===== src/pll_cfg_pkg.sv =====
// constants, codes and carrier types for the loop configuration bank
package pll_cfg_pkg;

   // register offsets on the serial configuration link
   localparam logic [7:0] OFS_SPREAD_HI  = 8'h10;
   localparam logic [7:0] OFS_SPREAD_MID = 8'h11;
   localparam logic [7:0] OFS_SPREAD_LO  = 8'h12;
   localparam logic [7:0] OFS_VCO_SEL    = 8'h13;
   localparam logic [7:0] OFS_MUX_DEFS   = 8'h14;
   localparam logic [7:0] OFS_OUT_SEL    = 8'h15;
   localparam logic [7:0] OFS_DIR_POST_DIVIDER_TWO  = 8'h16;
   localparam logic [7:0] OFS_POST_DIVIDER_THREE      = 8'h17;
   localparam logic [7:0] OFS_POST_DIVIDER_ONE      = 8'h20;

   // field positions
   localparam int BYPASS_BIT   = 7;
   localparam int SRC2_BIT     = 6;
   localparam int SRC3_LSB     = 4;
   localparam int DEF_ONE_LSB  = 2;
   localparam int DEF_ZERO_LSB = 0;
   localparam int DIR_BIT      = 7;
   localparam int SPREAD_W     = 3;

   // reset values
   localparam logic [7:0] RST_SPREAD  = 8'h00;
   localparam logic [7:0] RST_VCO_SEL = 8'h00;
   localparam logic [7:0] RST_MUX     = 8'hED;
   localparam logic [7:0] RST_OUT_SEL = 8'h02;
   localparam logic       RST_DIR     = 1'b0;
   localparam logic [6:0] RST_PDIV    = 7'h01;

   // output pair state codes
   localparam logic [1:0] OUT_OFF_PD = 2'h0;
   localparam logic [1:0] OUT_HIZ    = 2'h1;
   localparam logic [1:0] OUT_LOW    = 2'h2;
   localparam logic [1:0] OUT_ON     = 2'h3;

   // third output source codes
   localparam logic [1:0] SRC3_DIV1 = 2'h0;
   localparam logic [1:0] SRC3_DIV2 = 2'h1;
   localparam logic [1:0] SRC3_DIV3 = 2'h2;

   // spread depth per code, in hundredths of a percent
   localparam logic [7:0] SPREAD_DEPTH [8] = '{8'h00, 8'h19, 8'h32, 8'h4B, 8'h64, 8'h7D, 8'h96, 8'hC8};

   // link slave address; value is arbitrary
   localparam logic [6:0] DEV_ADDR_DEFAULT = 7'h5A;

   typedef struct packed {
      logic [2:0] spread;
      logic       vco_sel;
      logic       def_sel;
   } state_sel_t;

   typedef struct packed {
      logic scl;
      logic sda;
      logic [2:0] pins;
   } pin_in_t;

   typedef enum {
      L_IDLE,
      L_ADDR,
      L_ADDR_ACK,
      L_OFS,
      L_OFS_ACK,
      L_WDATA,
      L_WDATA_ACK,
      L_RDATA,
      L_RDATA_ACK
   } link_state_t;

endpackage : pll_cfg_pkg


===== src/sync2.sv =====
// two-flop synchroniser for pin inputs
`timescale 1ns/1ps
module sync2 #(
   parameter int W = 1
) (
   input  wire logic         core_clk,
   input  wire logic         arst_n,
   input  wire logic [W-1:0] d,
   output logic      [W-1:0] q
);
   logic [W-1:0] meta_r;
   logic [W-1:0] q_r;

   always_ff @(posedge core_clk or negedge arst_n)
   begin
      if (!arst_n)
      begin
         meta_r <= '0;
         q_r    <= '0;
      end
      else
      begin
         meta_r <= d;
         q_r    <= meta_r;
      end
   end

   assign q = q_r;
endmodule : sync2


===== src/pll_ssc_output_state_config.sv =====
// loop configuration bank: serial register slave, per-state selection, post-dividers and output pair control
//
// Notes on behaviour
// down-spread codes 000..111 mean off, 0.25 to 1.5 in quarter steps, then 2.0 percent.
// center-spread uses the same codes as symmetric plus/minus spreads.
// direction bit 7 of offset 16h: 0 down, 1 center; resets to 0.
// eight per-state settings, picked by the three control pins.
// frequency-select bit of active state picks loop setting zero or one.
// bypass bit 0 routes loop to dividers; 1 bypasses and powers loop down; reset 1.
// second output from divider one when source bit 0, divider two when 1; reset 1.
// third output source codes 00,01,10 pick dividers one to three; reset 10; 11 reserved.
// output definition codes: 00 off with loop down, 01 off, 10 low, 11 on.
// state select bit picks definition zero or one; after reset only state one picks one.
// host must not write offsets above 20h.
// every register byte moves across the link most significant bit first.
// post-dividers divide by 1 to 127; value 0 holds the divider in reset.
// selection follows fields on the following clock, and pins three clocks after they change.
`timescale 1ns/1ps
module pll_ssc_output_state_config
   import pll_cfg_pkg::*;
#(
   parameter logic [6:0] DEV_ADDR = DEV_ADDR_DEFAULT
) (
   input  wire logic       core_clk,
   input  wire logic       arst_n,
   input  wire logic       scl_in,
   input  wire logic       sda_in,
   output logic            sda_out,
   output logic            sda_oe,
   input  wire logic       state_pin_zero,
   input  wire logic       state_pin_one,
   input  wire logic       state_pin_two,
   output logic [2:0]      spread_amount_field,
   output logic [7:0]      spread_depth,
   output logic            spread_direction_bit,
   output logic            vco_setting_select_bit,
   output logic            loop_bypass_select,
   output logic            loop_power_down,
   output logic            second_output_source_select,
   output logic [1:0]      third_output_source_select,
   output logic [1:0]      out_pair_state,
   output logic            second_clock_output,
   output logic            second_clock_output_oe,
   output logic            third_clock_output,
   output logic            third_clock_output_oe
);

   pin_in_t     pin_raw;
   pin_in_t     pin_s;
   logic        scl_d_r;
   logic        sda_d_r;
   logic        scl_rise;
   logic        scl_fall;
   logic        start_seen;
   logic        stop_seen;

   assign pin_raw = '{scl: scl_in, sda: sda_in, pins: {state_pin_two, state_pin_one, state_pin_zero}};

   sync2 #(.W(5)) u_sync (
      .core_clk (core_clk),
      .arst_n   (arst_n),
      .d        (pin_raw),
      .q        (pin_s)
   );

   always_ff @(posedge core_clk or negedge arst_n)
   begin
      if (!arst_n)
      begin
         scl_d_r <= 1'b1;
         sda_d_r <= 1'b1;
      end
      else
      begin
         scl_d_r <= pin_s.scl;
         sda_d_r <= pin_s.sda;
      end
   end

   assign scl_rise   = pin_s.scl & ~scl_d_r;
   assign scl_fall   = ~pin_s.scl & scl_d_r;
   assign start_seen = pin_s.scl & scl_d_r & sda_d_r & ~pin_s.sda;
   assign stop_seen  = pin_s.scl & scl_d_r & ~sda_d_r & pin_s.sda;

   // register storage
   logic [23:0] spread_r,  spread_nxt;
   logic [7:0]  vco_sel_r, vco_sel_nxt;
   logic [7:0]  mux_r,     mux_nxt;
   logic [7:0]  out_sel_r, out_sel_nxt;
   logic        dir_r,     dir_nxt;
   logic [6:0]  post_divider_one_r,   post_divider_one_nxt;
   logic [6:0]  post_divider_two_r,   post_divider_two_nxt;
   logic [6:0]  post_divider_three_r,   post_divider_three_nxt;

   // link slave state
   link_state_t st_r,    st_nxt;
   logic [3:0]  bit_r,   bit_nxt;
   logic [7:0]  shift_r, shift_nxt;
   logic [7:0]  ptr_r,   ptr_nxt;
   logic        rw_r,    rw_nxt;
   logic        oe_r,    oe_nxt;
   logic        wr_en;
   logic [7:0]  rd_data;

   always_comb
   begin
      unique case (ptr_r)
         OFS_SPREAD_HI:  rd_data = spread_r[23:16];
         OFS_SPREAD_MID: rd_data = spread_r[15:8];
         OFS_SPREAD_LO:  rd_data = spread_r[7:0];
         OFS_VCO_SEL:    rd_data = vco_sel_r;
         OFS_MUX_DEFS:   rd_data = mux_r;
         OFS_OUT_SEL:    rd_data = out_sel_r;
         OFS_DIR_POST_DIVIDER_TWO:  rd_data = {dir_r, post_divider_two_r};
         OFS_POST_DIVIDER_THREE:      rd_data = {1'b0, post_divider_three_r};
         OFS_POST_DIVIDER_ONE:      rd_data = {1'b0, post_divider_one_r};
         default:        rd_data = 8'h00;
      endcase
   end

   always_comb
   begin
      st_nxt    = st_r;
      bit_nxt   = bit_r;
      shift_nxt = shift_r;
      ptr_nxt   = ptr_r;
      rw_nxt    = rw_r;
      oe_nxt    = oe_r;
      wr_en     = 1'b0;
      if (start_seen)
      begin
         st_nxt  = L_ADDR;
         // the start's own clock fall wraps this to zero, so it is not counted as a bit
         bit_nxt = 4'hF;
         oe_nxt  = 1'b0;
      end
      else if (stop_seen)
      begin
         st_nxt = L_IDLE;
         oe_nxt = 1'b0;
      end
      else
      begin
         unique case (st_r)
            L_IDLE:
            begin
               oe_nxt = 1'b0;
            end
            L_ADDR, L_OFS, L_WDATA:
            begin
               if (scl_rise)
                  shift_nxt = {shift_r[6:0], pin_s.sda};
               else if (scl_fall)
               begin
                  if (bit_r == 4'h7)
                  begin
                     bit_nxt = 4'h0;
                     oe_nxt  = 1'b1;
                     if (st_r == L_ADDR)
                     begin
                        if (shift_r[7:1] == DEV_ADDR)
                        begin
                           st_nxt = L_ADDR_ACK;
                           rw_nxt = shift_r[0];
                        end
                        else
                        begin
                           st_nxt = L_IDLE;
                           oe_nxt = 1'b0;
                        end
                     end
                     else if (st_r == L_OFS)
                     begin
                        st_nxt  = L_OFS_ACK;
                        ptr_nxt = shift_r;
                     end
                     else
                     begin
                        st_nxt  = L_WDATA_ACK;
                        wr_en   = 1'b1;
                        ptr_nxt = ptr_r + 8'h01;
                     end
                  end
                  else
                     bit_nxt = bit_r + 4'h1;
               end
            end
            L_ADDR_ACK, L_OFS_ACK, L_WDATA_ACK:
            begin
               if (scl_fall)
               begin
                  oe_nxt = 1'b0;
                  if (st_r == L_ADDR_ACK && rw_r)
                  begin
                     st_nxt    = L_RDATA;
                     shift_nxt = rd_data;
                     ptr_nxt   = ptr_r + 8'h01;
                     oe_nxt    = ~rd_data[7];
                  end
                  else if (st_r == L_ADDR_ACK)
                     st_nxt = L_OFS;
                  else
                     st_nxt = L_WDATA;
               end
            end
            L_RDATA:
            begin
               if (scl_fall)
               begin
                  if (bit_r == 4'h7)
                  begin
                     st_nxt  = L_RDATA_ACK;
                     bit_nxt = 4'h0;
                     oe_nxt  = 1'b0;
                  end
                  else
                  begin
                     bit_nxt   = bit_r + 4'h1;
                     shift_nxt = {shift_r[6:0], 1'b0};
                     oe_nxt    = ~shift_r[6];
                  end
               end
            end
            L_RDATA_ACK:
            begin
               if (scl_rise && pin_s.sda)
                  st_nxt = L_IDLE;
               else if (scl_fall)
               begin
                  st_nxt    = L_RDATA;
                  shift_nxt = rd_data;
                  ptr_nxt   = ptr_r + 8'h01;
                  oe_nxt    = ~rd_data[7];
               end
            end
         endcase
      end
   end

   always_ff @(posedge core_clk or negedge arst_n)
   begin
      if (!arst_n)
      begin
         st_r    <= L_IDLE;
         bit_r   <= 4'h0;
         shift_r <= 8'h00;
         ptr_r   <= 8'h00;
         rw_r    <= 1'b0;
         oe_r    <= 1'b0;
      end
      else
      begin
         st_r    <= st_nxt;
         bit_r   <= bit_nxt;
         shift_r <= shift_nxt;
         ptr_r   <= ptr_nxt;
         rw_r    <= rw_nxt;
         oe_r    <= oe_nxt;
      end
   end

   // writes to unmapped offsets are acknowledged and dropped
   always_comb
   begin
      spread_nxt  = spread_r;
      vco_sel_nxt = vco_sel_r;
      mux_nxt     = mux_r;
      out_sel_nxt = out_sel_r;
      dir_nxt     = dir_r;
      post_divider_one_nxt   = post_divider_one_r;
      post_divider_two_nxt   = post_divider_two_r;
      post_divider_three_nxt   = post_divider_three_r;
      if (wr_en)
      begin
         unique case (ptr_r)
            OFS_SPREAD_HI:  spread_nxt[23:16] = shift_r;
            OFS_SPREAD_MID: spread_nxt[15:8]  = shift_r;
            OFS_SPREAD_LO:  spread_nxt[7:0]   = shift_r;
            OFS_VCO_SEL:    vco_sel_nxt       = shift_r;
            OFS_MUX_DEFS:   mux_nxt           = shift_r;
            OFS_OUT_SEL:    out_sel_nxt       = shift_r;
            OFS_DIR_POST_DIVIDER_TWO:
            begin
               dir_nxt   = shift_r[DIR_BIT];
               post_divider_two_nxt = shift_r[6:0];
            end
            OFS_POST_DIVIDER_THREE:      post_divider_three_nxt = shift_r[6:0];
            OFS_POST_DIVIDER_ONE:      post_divider_one_nxt = shift_r[6:0];
            default:        spread_nxt = spread_r;
         endcase
      end
   end

   always_ff @(posedge core_clk or negedge arst_n)
   begin
      if (!arst_n)
      begin
         spread_r  <= {RST_SPREAD, RST_SPREAD, RST_SPREAD};
         vco_sel_r <= RST_VCO_SEL;
         mux_r     <= RST_MUX;
         out_sel_r <= RST_OUT_SEL;
         dir_r     <= RST_DIR;
         post_divider_one_r   <= RST_PDIV;
         post_divider_two_r   <= RST_PDIV;
         post_divider_three_r   <= RST_PDIV;
      end
      else
      begin
         spread_r  <= spread_nxt;
         vco_sel_r <= vco_sel_nxt;
         mux_r     <= mux_nxt;
         out_sel_r <= out_sel_nxt;
         dir_r     <= dir_nxt;
         post_divider_one_r   <= post_divider_one_nxt;
         post_divider_two_r   <= post_divider_two_nxt;
         post_divider_three_r   <= post_divider_three_nxt;
      end
   end

   // post-dividers run on core_clk here, standing in for the loop clock
   logic [6:0] div_val [3];
   logic [2:0] div_tick;

   assign div_val[0] = post_divider_one_r;
   assign div_val[1] = post_divider_two_r;
   assign div_val[2] = post_divider_three_r;

   for (genvar i = 0; i < 3; i++)
   begin : g_div
      logic [6:0] cnt_r, cnt_nxt;
      logic       tick_r, tick_nxt;
      always_comb
      begin
         cnt_nxt  = cnt_r + 7'h01;
         tick_nxt = 1'b0;
         if (div_val[i] == 7'h00)
            cnt_nxt = 7'h00;
         else if (cnt_r >= div_val[i] - 7'h01)
         begin
            cnt_nxt  = 7'h00;
            tick_nxt = 1'b1;
         end
      end
      always_ff @(posedge core_clk or negedge arst_n)
      begin
         if (!arst_n)
         begin
            cnt_r  <= 7'h00;
            tick_r <= 1'b0;
         end
         else
         begin
            cnt_r  <= cnt_nxt;
            tick_r <= tick_nxt;
         end
      end
      assign div_tick[i] = tick_r;
   end

   // active state selection, one register stage after the synchronised pins
   state_sel_t sel;
   logic [1:0] def_act;
   logic       src2_tick;
   logic       src3_tick;
   logic [2:0] amt_nxt;
   logic       y2_nxt, y2_oe_nxt, y3_nxt, y3_oe_nxt;

   always_comb
   begin
      sel.spread  = spread_r[SPREAD_W*pin_s.pins +: SPREAD_W];
      sel.vco_sel = vco_sel_r[pin_s.pins];
      sel.def_sel = out_sel_r[pin_s.pins];
      def_act     = sel.def_sel ? mux_r[DEF_ONE_LSB +: 2] : mux_r[DEF_ZERO_LSB +: 2];
      src2_tick   = mux_r[SRC2_BIT] ? div_tick[1] : div_tick[0];
      unique case (mux_r[SRC3_LSB +: 2])
         SRC3_DIV1: src3_tick = div_tick[0];
         SRC3_DIV2: src3_tick = div_tick[1];
         SRC3_DIV3: src3_tick = div_tick[2];
         default:   src3_tick = 1'b0;
      endcase
      // 0x codes release the pins, 10 drives low, 11 passes the clock
      y2_oe_nxt = def_act[1];
      y3_oe_nxt = def_act[1];
      y2_nxt    = (def_act == OUT_ON) & src2_tick;
      y3_nxt    = (def_act == OUT_ON) & src3_tick;
      amt_nxt   = sel.spread;
   end

   logic [2:0] amt_r;
   logic [7:0] depth_r;
   logic       dir_o_r, vco_r, byp_r, pd_r, src2_r;
   logic [1:0] src3_r, def_r;
   logic       y2_r, y2_oe_r, y3_r, y3_oe_r;

   always_ff @(posedge core_clk or negedge arst_n)
   begin
      if (!arst_n)
      begin
         amt_r   <= 3'h0;
         depth_r <= 8'h00;
         dir_o_r <= RST_DIR;
         vco_r   <= 1'b0;
         byp_r   <= RST_MUX[BYPASS_BIT];
         pd_r    <= RST_MUX[BYPASS_BIT];
         src2_r  <= RST_MUX[SRC2_BIT];
         src3_r  <= RST_MUX[SRC3_LSB +: 2];
         def_r   <= RST_MUX[DEF_ZERO_LSB +: 2];
         y2_r    <= 1'b0;
         y2_oe_r <= 1'b0;
         y3_r    <= 1'b0;
         y3_oe_r <= 1'b0;
      end
      else
      begin
         amt_r   <= amt_nxt;
         depth_r <= SPREAD_DEPTH[amt_nxt];
         dir_o_r <= dir_r;
         vco_r   <= sel.vco_sel;
         byp_r   <= mux_r[BYPASS_BIT];
         pd_r    <= mux_r[BYPASS_BIT] | (def_act == OUT_OFF_PD);
         src2_r  <= mux_r[SRC2_BIT];
         src3_r  <= mux_r[SRC3_LSB +: 2];
         def_r   <= def_act;
         y2_r    <= y2_nxt;
         y2_oe_r <= y2_oe_nxt;
         y3_r    <= y3_nxt;
         y3_oe_r <= y3_oe_nxt;
      end
   end

   // open-drain: the pin is only ever pulled low
   logic sda_lo_r;
   always_ff @(posedge core_clk or negedge arst_n)
   begin
      if (!arst_n)
         sda_lo_r <= 1'b0;
      else
         sda_lo_r <= 1'b0;
   end

   assign sda_out                     = sda_lo_r;
   assign sda_oe                      = oe_r;
   assign spread_amount_field         = amt_r;
   assign spread_depth                = depth_r;
   assign spread_direction_bit        = dir_o_r;
   assign vco_setting_select_bit      = vco_r;
   assign loop_bypass_select          = byp_r;
   assign loop_power_down             = pd_r;
   assign second_output_source_select = src2_r;
   assign third_output_source_select  = src3_r;
   assign out_pair_state              = def_r;
   assign second_clock_output         = y2_r;
   assign second_clock_output_oe      = y2_oe_r;
   assign third_clock_output          = y3_r;
   assign third_clock_output_oe       = y3_oe_r;

endmodule : pll_ssc_output_state_config


===== config.mk =====
export PLATFORM = sky130hd
export DESIGN_NAME = pll_ssc_output_state_config
export DESIGN_NICKNAME = d
export VERILOG_FILES = /design/src/pll_cfg_pkg.sv /design/src/sync2.sv /design/src/pll_ssc_output_state_config.sv
export SDC_FILE = /design/constraint.sdc
export NUM_CORES = 1
export LEC_CHECK = 0
export ABC_AREA = 0
export BUFFER_PORTS_ARGS = -buffer_cell sky130_fd_sc_hd__clkbuf_2
export CAP_MARGIN = 20
export CORE_ASPECT_RATIO = 1.25
export CORE_UTILIZATION = 50
export CTS_CLUSTER_DIAMETER = 30
export DETAILED_ROUTE_END_ITERATION = 10
export MAX_ROUTING_LAYER = met4
export PLACE_DENSITY = 0.65
export SLEW_MARGIN = 10
export SYNTH_ARGS = -nofsm -noshare
export SYNTH_HDL_FRONTEND = slang
export SYNTH_SLANG_ARGS = --single-unit

===== constraint.sdc =====
create_clock -name core_clk -period 2.9 [get_ports core_clk]
set_input_delay 0.29 -clock core_clk [delete_from_list [all_inputs] [get_ports core_clk]]
set_output_delay 0.29 -clock core_clk [all_outputs]
set_load 0.05 [all_outputs]

==> impl_metrics.env <==
export IMPL_timing_hold_ws_ns=0.3507
export IMPL_cts_tree="yes"
export IMPL_cp_end_kind="flip-flop"
export IMPL_drive_gt1_frac=0.2820
export IMPL_synth_top_area_cell="dfrtp_1"
export IMPL_cts_buffers=17
export IMPL_antenna_found_initial=0
export IMPL_grt_max_degree=76
export IMPL_avgViaCountPerCell=5.956
export IMPL_vias=5825
export IMPL_antenna_left=0
export IMPL_drt_pass1_iterations=5
export IMPL_synth_top_family_by_area="multiplexers"
export IMPL_synthTopCellsByCount="dfrtp_1, mux2_2, a21oi_1, ha_1, inv_1"
export IMPL_grt_pass1_wl_mm=31.56
export IMPL_worst_skew_pair_late_latency_ns=0.42
export IMPL_synth_compound_area_frac=0.1378
export IMPL_final_hold_violation_count=0
export IMPL_synth_top_area_share=0.4156
export IMPL_crit_type="reg -> reg"
export IMPL_syn_inst=717
export IMPL_p_sw_frac=0.3261
export IMPL_cpPeakStageDelay_ns=0.43
export IMPL_core_area_mm2=0.01583
export IMPL_fillers=1333
export IMPL_reg2reg_to="g_div[2].cnt_r[2]"
export IMPL_power_frac_seq=0.413
export IMPL_synth_area_leaders="dfrtp_1, mux2_2, dfstp_2"
export IMPL_synthFlopType="dfrtp_1"
export IMPL_synth_edf_count=0
export IMPL_crit_slowest_cell="a2111oi_0"
export IMPL_p_per_area_mw_per_mm2=663.8
export IMPL_dieHeight_um=145.1
export IMPL_cts_buffer_depth=2
export IMPL_cts_sinks=153
export IMPL_hpwlAfterDp_mm=13.78
export IMPL_vdd_drop_max_mv=0.3859
export IMPL_status="finished, final reports clean"
export IMPL_ctsHoldBuffers=6
export IMPL_finalCriticalPeriod_ns=2.564
export IMPL_r2r_slack_ns=0.34
export IMPL_fin_nets=795
export IMPL_post_cts_buffers=0
export IMPL_pwr_share_clk=0.368
export IMPL_synthMuxAreaShare=0.1630
export IMPL_max_cap_viol_count=0
export IMPL_path_max_fanout=8
export IMPL_avgRoutedWirePerCell_um=19.66
export IMPL_hold_class="reg -> reg"
export IMPL_portBuffers=31
export IMPL_min_from="u_sync.meta_r[2]"
export IMPL_skew_ns=0.01056
export IMPL_syn_mean_instance_area_um2=11.42
export IMPL_fin_ws_ns=0.3363
export IMPL_comb_power_share=0.219
export IMPL_tns_ns=0
export IMPL_synth_adder_area_share=0.05348
export IMPL_netlist_area_mm2=0.008189
export IMPL_p_leak_nw=4.276
export IMPL_critPathRequiredTime_ns=3.22
export IMPL_synthToLayoutAreaGrowth_pct=13.25
export IMPL_yosysSeqAreaShare=0.4701
export IMPL_setup_violations=0
export IMPL_slew_headroom=0.5305
export IMPL_cp_start_kind="flip-flop"
export IMPL_initial_core_util=0.5175
export IMPL_io_pins=33
export IMPL_cts_root_buf="clkbuf_16"
export IMPL_grt_ovfl_total=0
export IMPL_syn_nets=759
export IMPL_synthXorXnorAreaFrac=0.03209
export IMPL_die_area_mm2=0.01690
export IMPL_async_flop_share=1.000
export IMPL_ys_seq_elements=153
export IMPL_yosys_warnings=0
export IMPL_path_clk_slew_ns=0.06
export IMPL_place_gp_congestion=0.8660
export IMPL_cts_htree_levels=4
export IMPL_rsz0062_at_grt="false"
export IMPL_internal_power_mw=4.149
export IMPL_dp_slack_ns=0.3246
export IMPL_crit_chain="nor3_1 -> nor3b_1 -> xnor2_1 -> ha_1 -> a2111oi_0 -> o21ai_1 -> a211oi_1"
export IMPL_crit_arrival_ns=2.88
export IMPL_yosysMostFrequentCell="dfrtp_1"
export IMPL_diodes=0
export IMPL_p_sw_mw=2.008
export IMPL_routed_wl_mm=19.22
export IMPL_final_period_utilization=0.8840
export IMPL_hold_depth=0
export IMPL_yosys_area_share_simple=0.09962
export IMPL_max_freq_mhz=390.1
export IMPL_cts_resized=0
export IMPL_final_max_slew_viol_count=0
export IMPL_worstMarginPinSlew_ns=0.7043
export IMPL_reg2reg_from="post_divider_three_r[2]"
export IMPL_rows=51
export IMPL_finalPower_mw=6.156
export IMPL_r2r_worst_path_cells=7
export IMPL_synth_distinct_cells=65
export IMPL_die_w_um=116.5
export IMPL_grt_pass1_vias=6125
export IMPL_min_to="u_sync.q[2]"
export IMPL_drt_initial_drc_count=288
export IMPL_grt_util_all_layers=0.2544
export IMPL_drc=0
==> cell usage in the layout, fill, tap and decap left out, drive strengths merged, types with 5 or more instances in the layout <==
cell type | Yosys | routed
dfrtp | 136 | 136
mux2 | 87 | 87
clkbuf | 20 | 49
inv | 35 | 38
a21oi | 36 | 36
ha | 35 | 35
nor2 | 31 | 31
nand2 | 30 | 30
nand3 | 26 | 26
buf | 25 | 26
a211oi | 24 | 24
o21ai | 24 | 24
xnor2 | 18 | 18
dfstp | 17 | 17
mux2i | 13 | 13
xor2 | 12 | 12
nor3 | 12 | 12
a22oi | 11 | 11
nand2b | 11 | 11
mux4 | 10 | 10
a221oi | 10 | 10
a21o | 6 | 6
and2 | 6 | 6
o221ai | 6 | 6
o22ai | 6 | 6
clkinvlp | 0 | 6
dlygate4sd3 | 0 | 6
o21a | 5 | 5
a31oi | 5 | 5
a22o | 5 | 5
==> cells by family after synthesis <==
| group | after synthesis |
|---|---|
| other | 1 |
| xor gates and xnor gates | 30 |
| muxes | 110 |
| adders and majority gates | 35 |
| AOI/OAI and AO/OA | 161 |
| and+or+nand+nor | 147 |
| DFF | 153 |
| buffers and inverters | 80 |
==> critical path, delay by kind of cell (launching register included) <==
kind,cells,cell delay [ns]
XOR/XNOR,1,0.15
flip-flops,1,0.42
AND/OR/NAND/NOR,2,0.58
AO/OA/AOI/OAI,3,1.05
adder cells (fa/ha/maj),1,0.26
==> final cells by class <==
| class | count | area (µm²) | share of cell area |
|---|---|---|---|
| multi-input cells | 484 | 3984 | 0.4296 |
| flip-flops and latches | 153 | 3850 | 0.4151 |
| clock buffers | 19 | 442.9 | 0.04776 |
| repair buffers | 62 | 434.2 | 0.04682 |
| well taps | 212 | 265.3 | 0.02860 |
| clock inverters | 13 | 166.4 | 0.01794 |
| inverters | 35 | 131.4 | 0.01417 |
==> stage by stage <==
stage | cells | util | cell area (µm²)
floorplan | 717 | - | 8189
global route | 978 | 0.5860 | 9274
CTS | 978 | 0.5860 | 9274
global placement | 940 | 0.5437 | 8605
finish | 978 | 0.5860 | 9274
detailed placement | 940 | 0.5437 | 8605
==> power by group through the flow <==
| stage | clock network, mW | registers [mW] | logic, mW |
|---|---|---|---|
| after floorplan | 0 | 2.41 | 1.01 |
| after global placement | 0 | 2.56 | 1.31 |
| after detailed placement | 0 | 2.57 | 1.33 |
| after CTS | 2.31 | 2.53 | 1.34 |
| after global routing | 2.40 | 2.56 | 1.47 |
| final | 2.26 | 2.54 | 1.35 |
==> registers in the layout (all words and copies together) (netlist names), 2 cells and up <==
name / cells
st_r: 4
shift_r: 8
u_sync.q: 5
vco_sel_r: 8
post_divider_two_r: 7
spread_depth: 8
bit_r: 4
mux_r: 8
u_sync.meta_r: 5
spread_r: 24
out_sel_r: 8
spread_amount_field: 2
g_div.cnt_r: 21
third_output_source_select: 2
post_divider_one_r: 7
post_divider_three_r: 7
g_div.tick_r: 3
out_pair_state: 2
ptr_r: 8
==> worst max-delay path by stage <==
stage | startpoint | end | slack [ns] | depth (start not counted)
global route | post_divider_three_r[2] | g_div[2].cnt_r[2] | 0.02 | 7
global placement | post_divider_one_r[2] | g_div[0].cnt_r[0] | 0.42 | 7
floorplan | post_divider_three_r[0] | g_div[2].cnt_r[0] | 0.32 | 9
detailed placement | post_divider_three_r[2] | g_div[2].cnt_r[2] | 0.32 | 7
finish | post_divider_three_r[2] | g_div[2].cnt_r[2] | 0.34 | 7
CTS | post_divider_three_r[2] | g_div[2].cnt_r[0] | 0.31 | 7
==> layer usage <==
| layer | routed length [µm] | global-route usage | vias to the layer above |
|---|---|---|---|
| met5 | 0 | - | - |
| met1 | 7719 | 0.2842 | 2932 |
| met4 | 565 | 0.1109 | 0 |
| li1 | - | - | 2696 |
| met3 | 656 | 0.04971 | 49 |
| met2 | 10280 | 0.4337 | 148 |
Note: power is estimated with default switching activity, not from simulation.
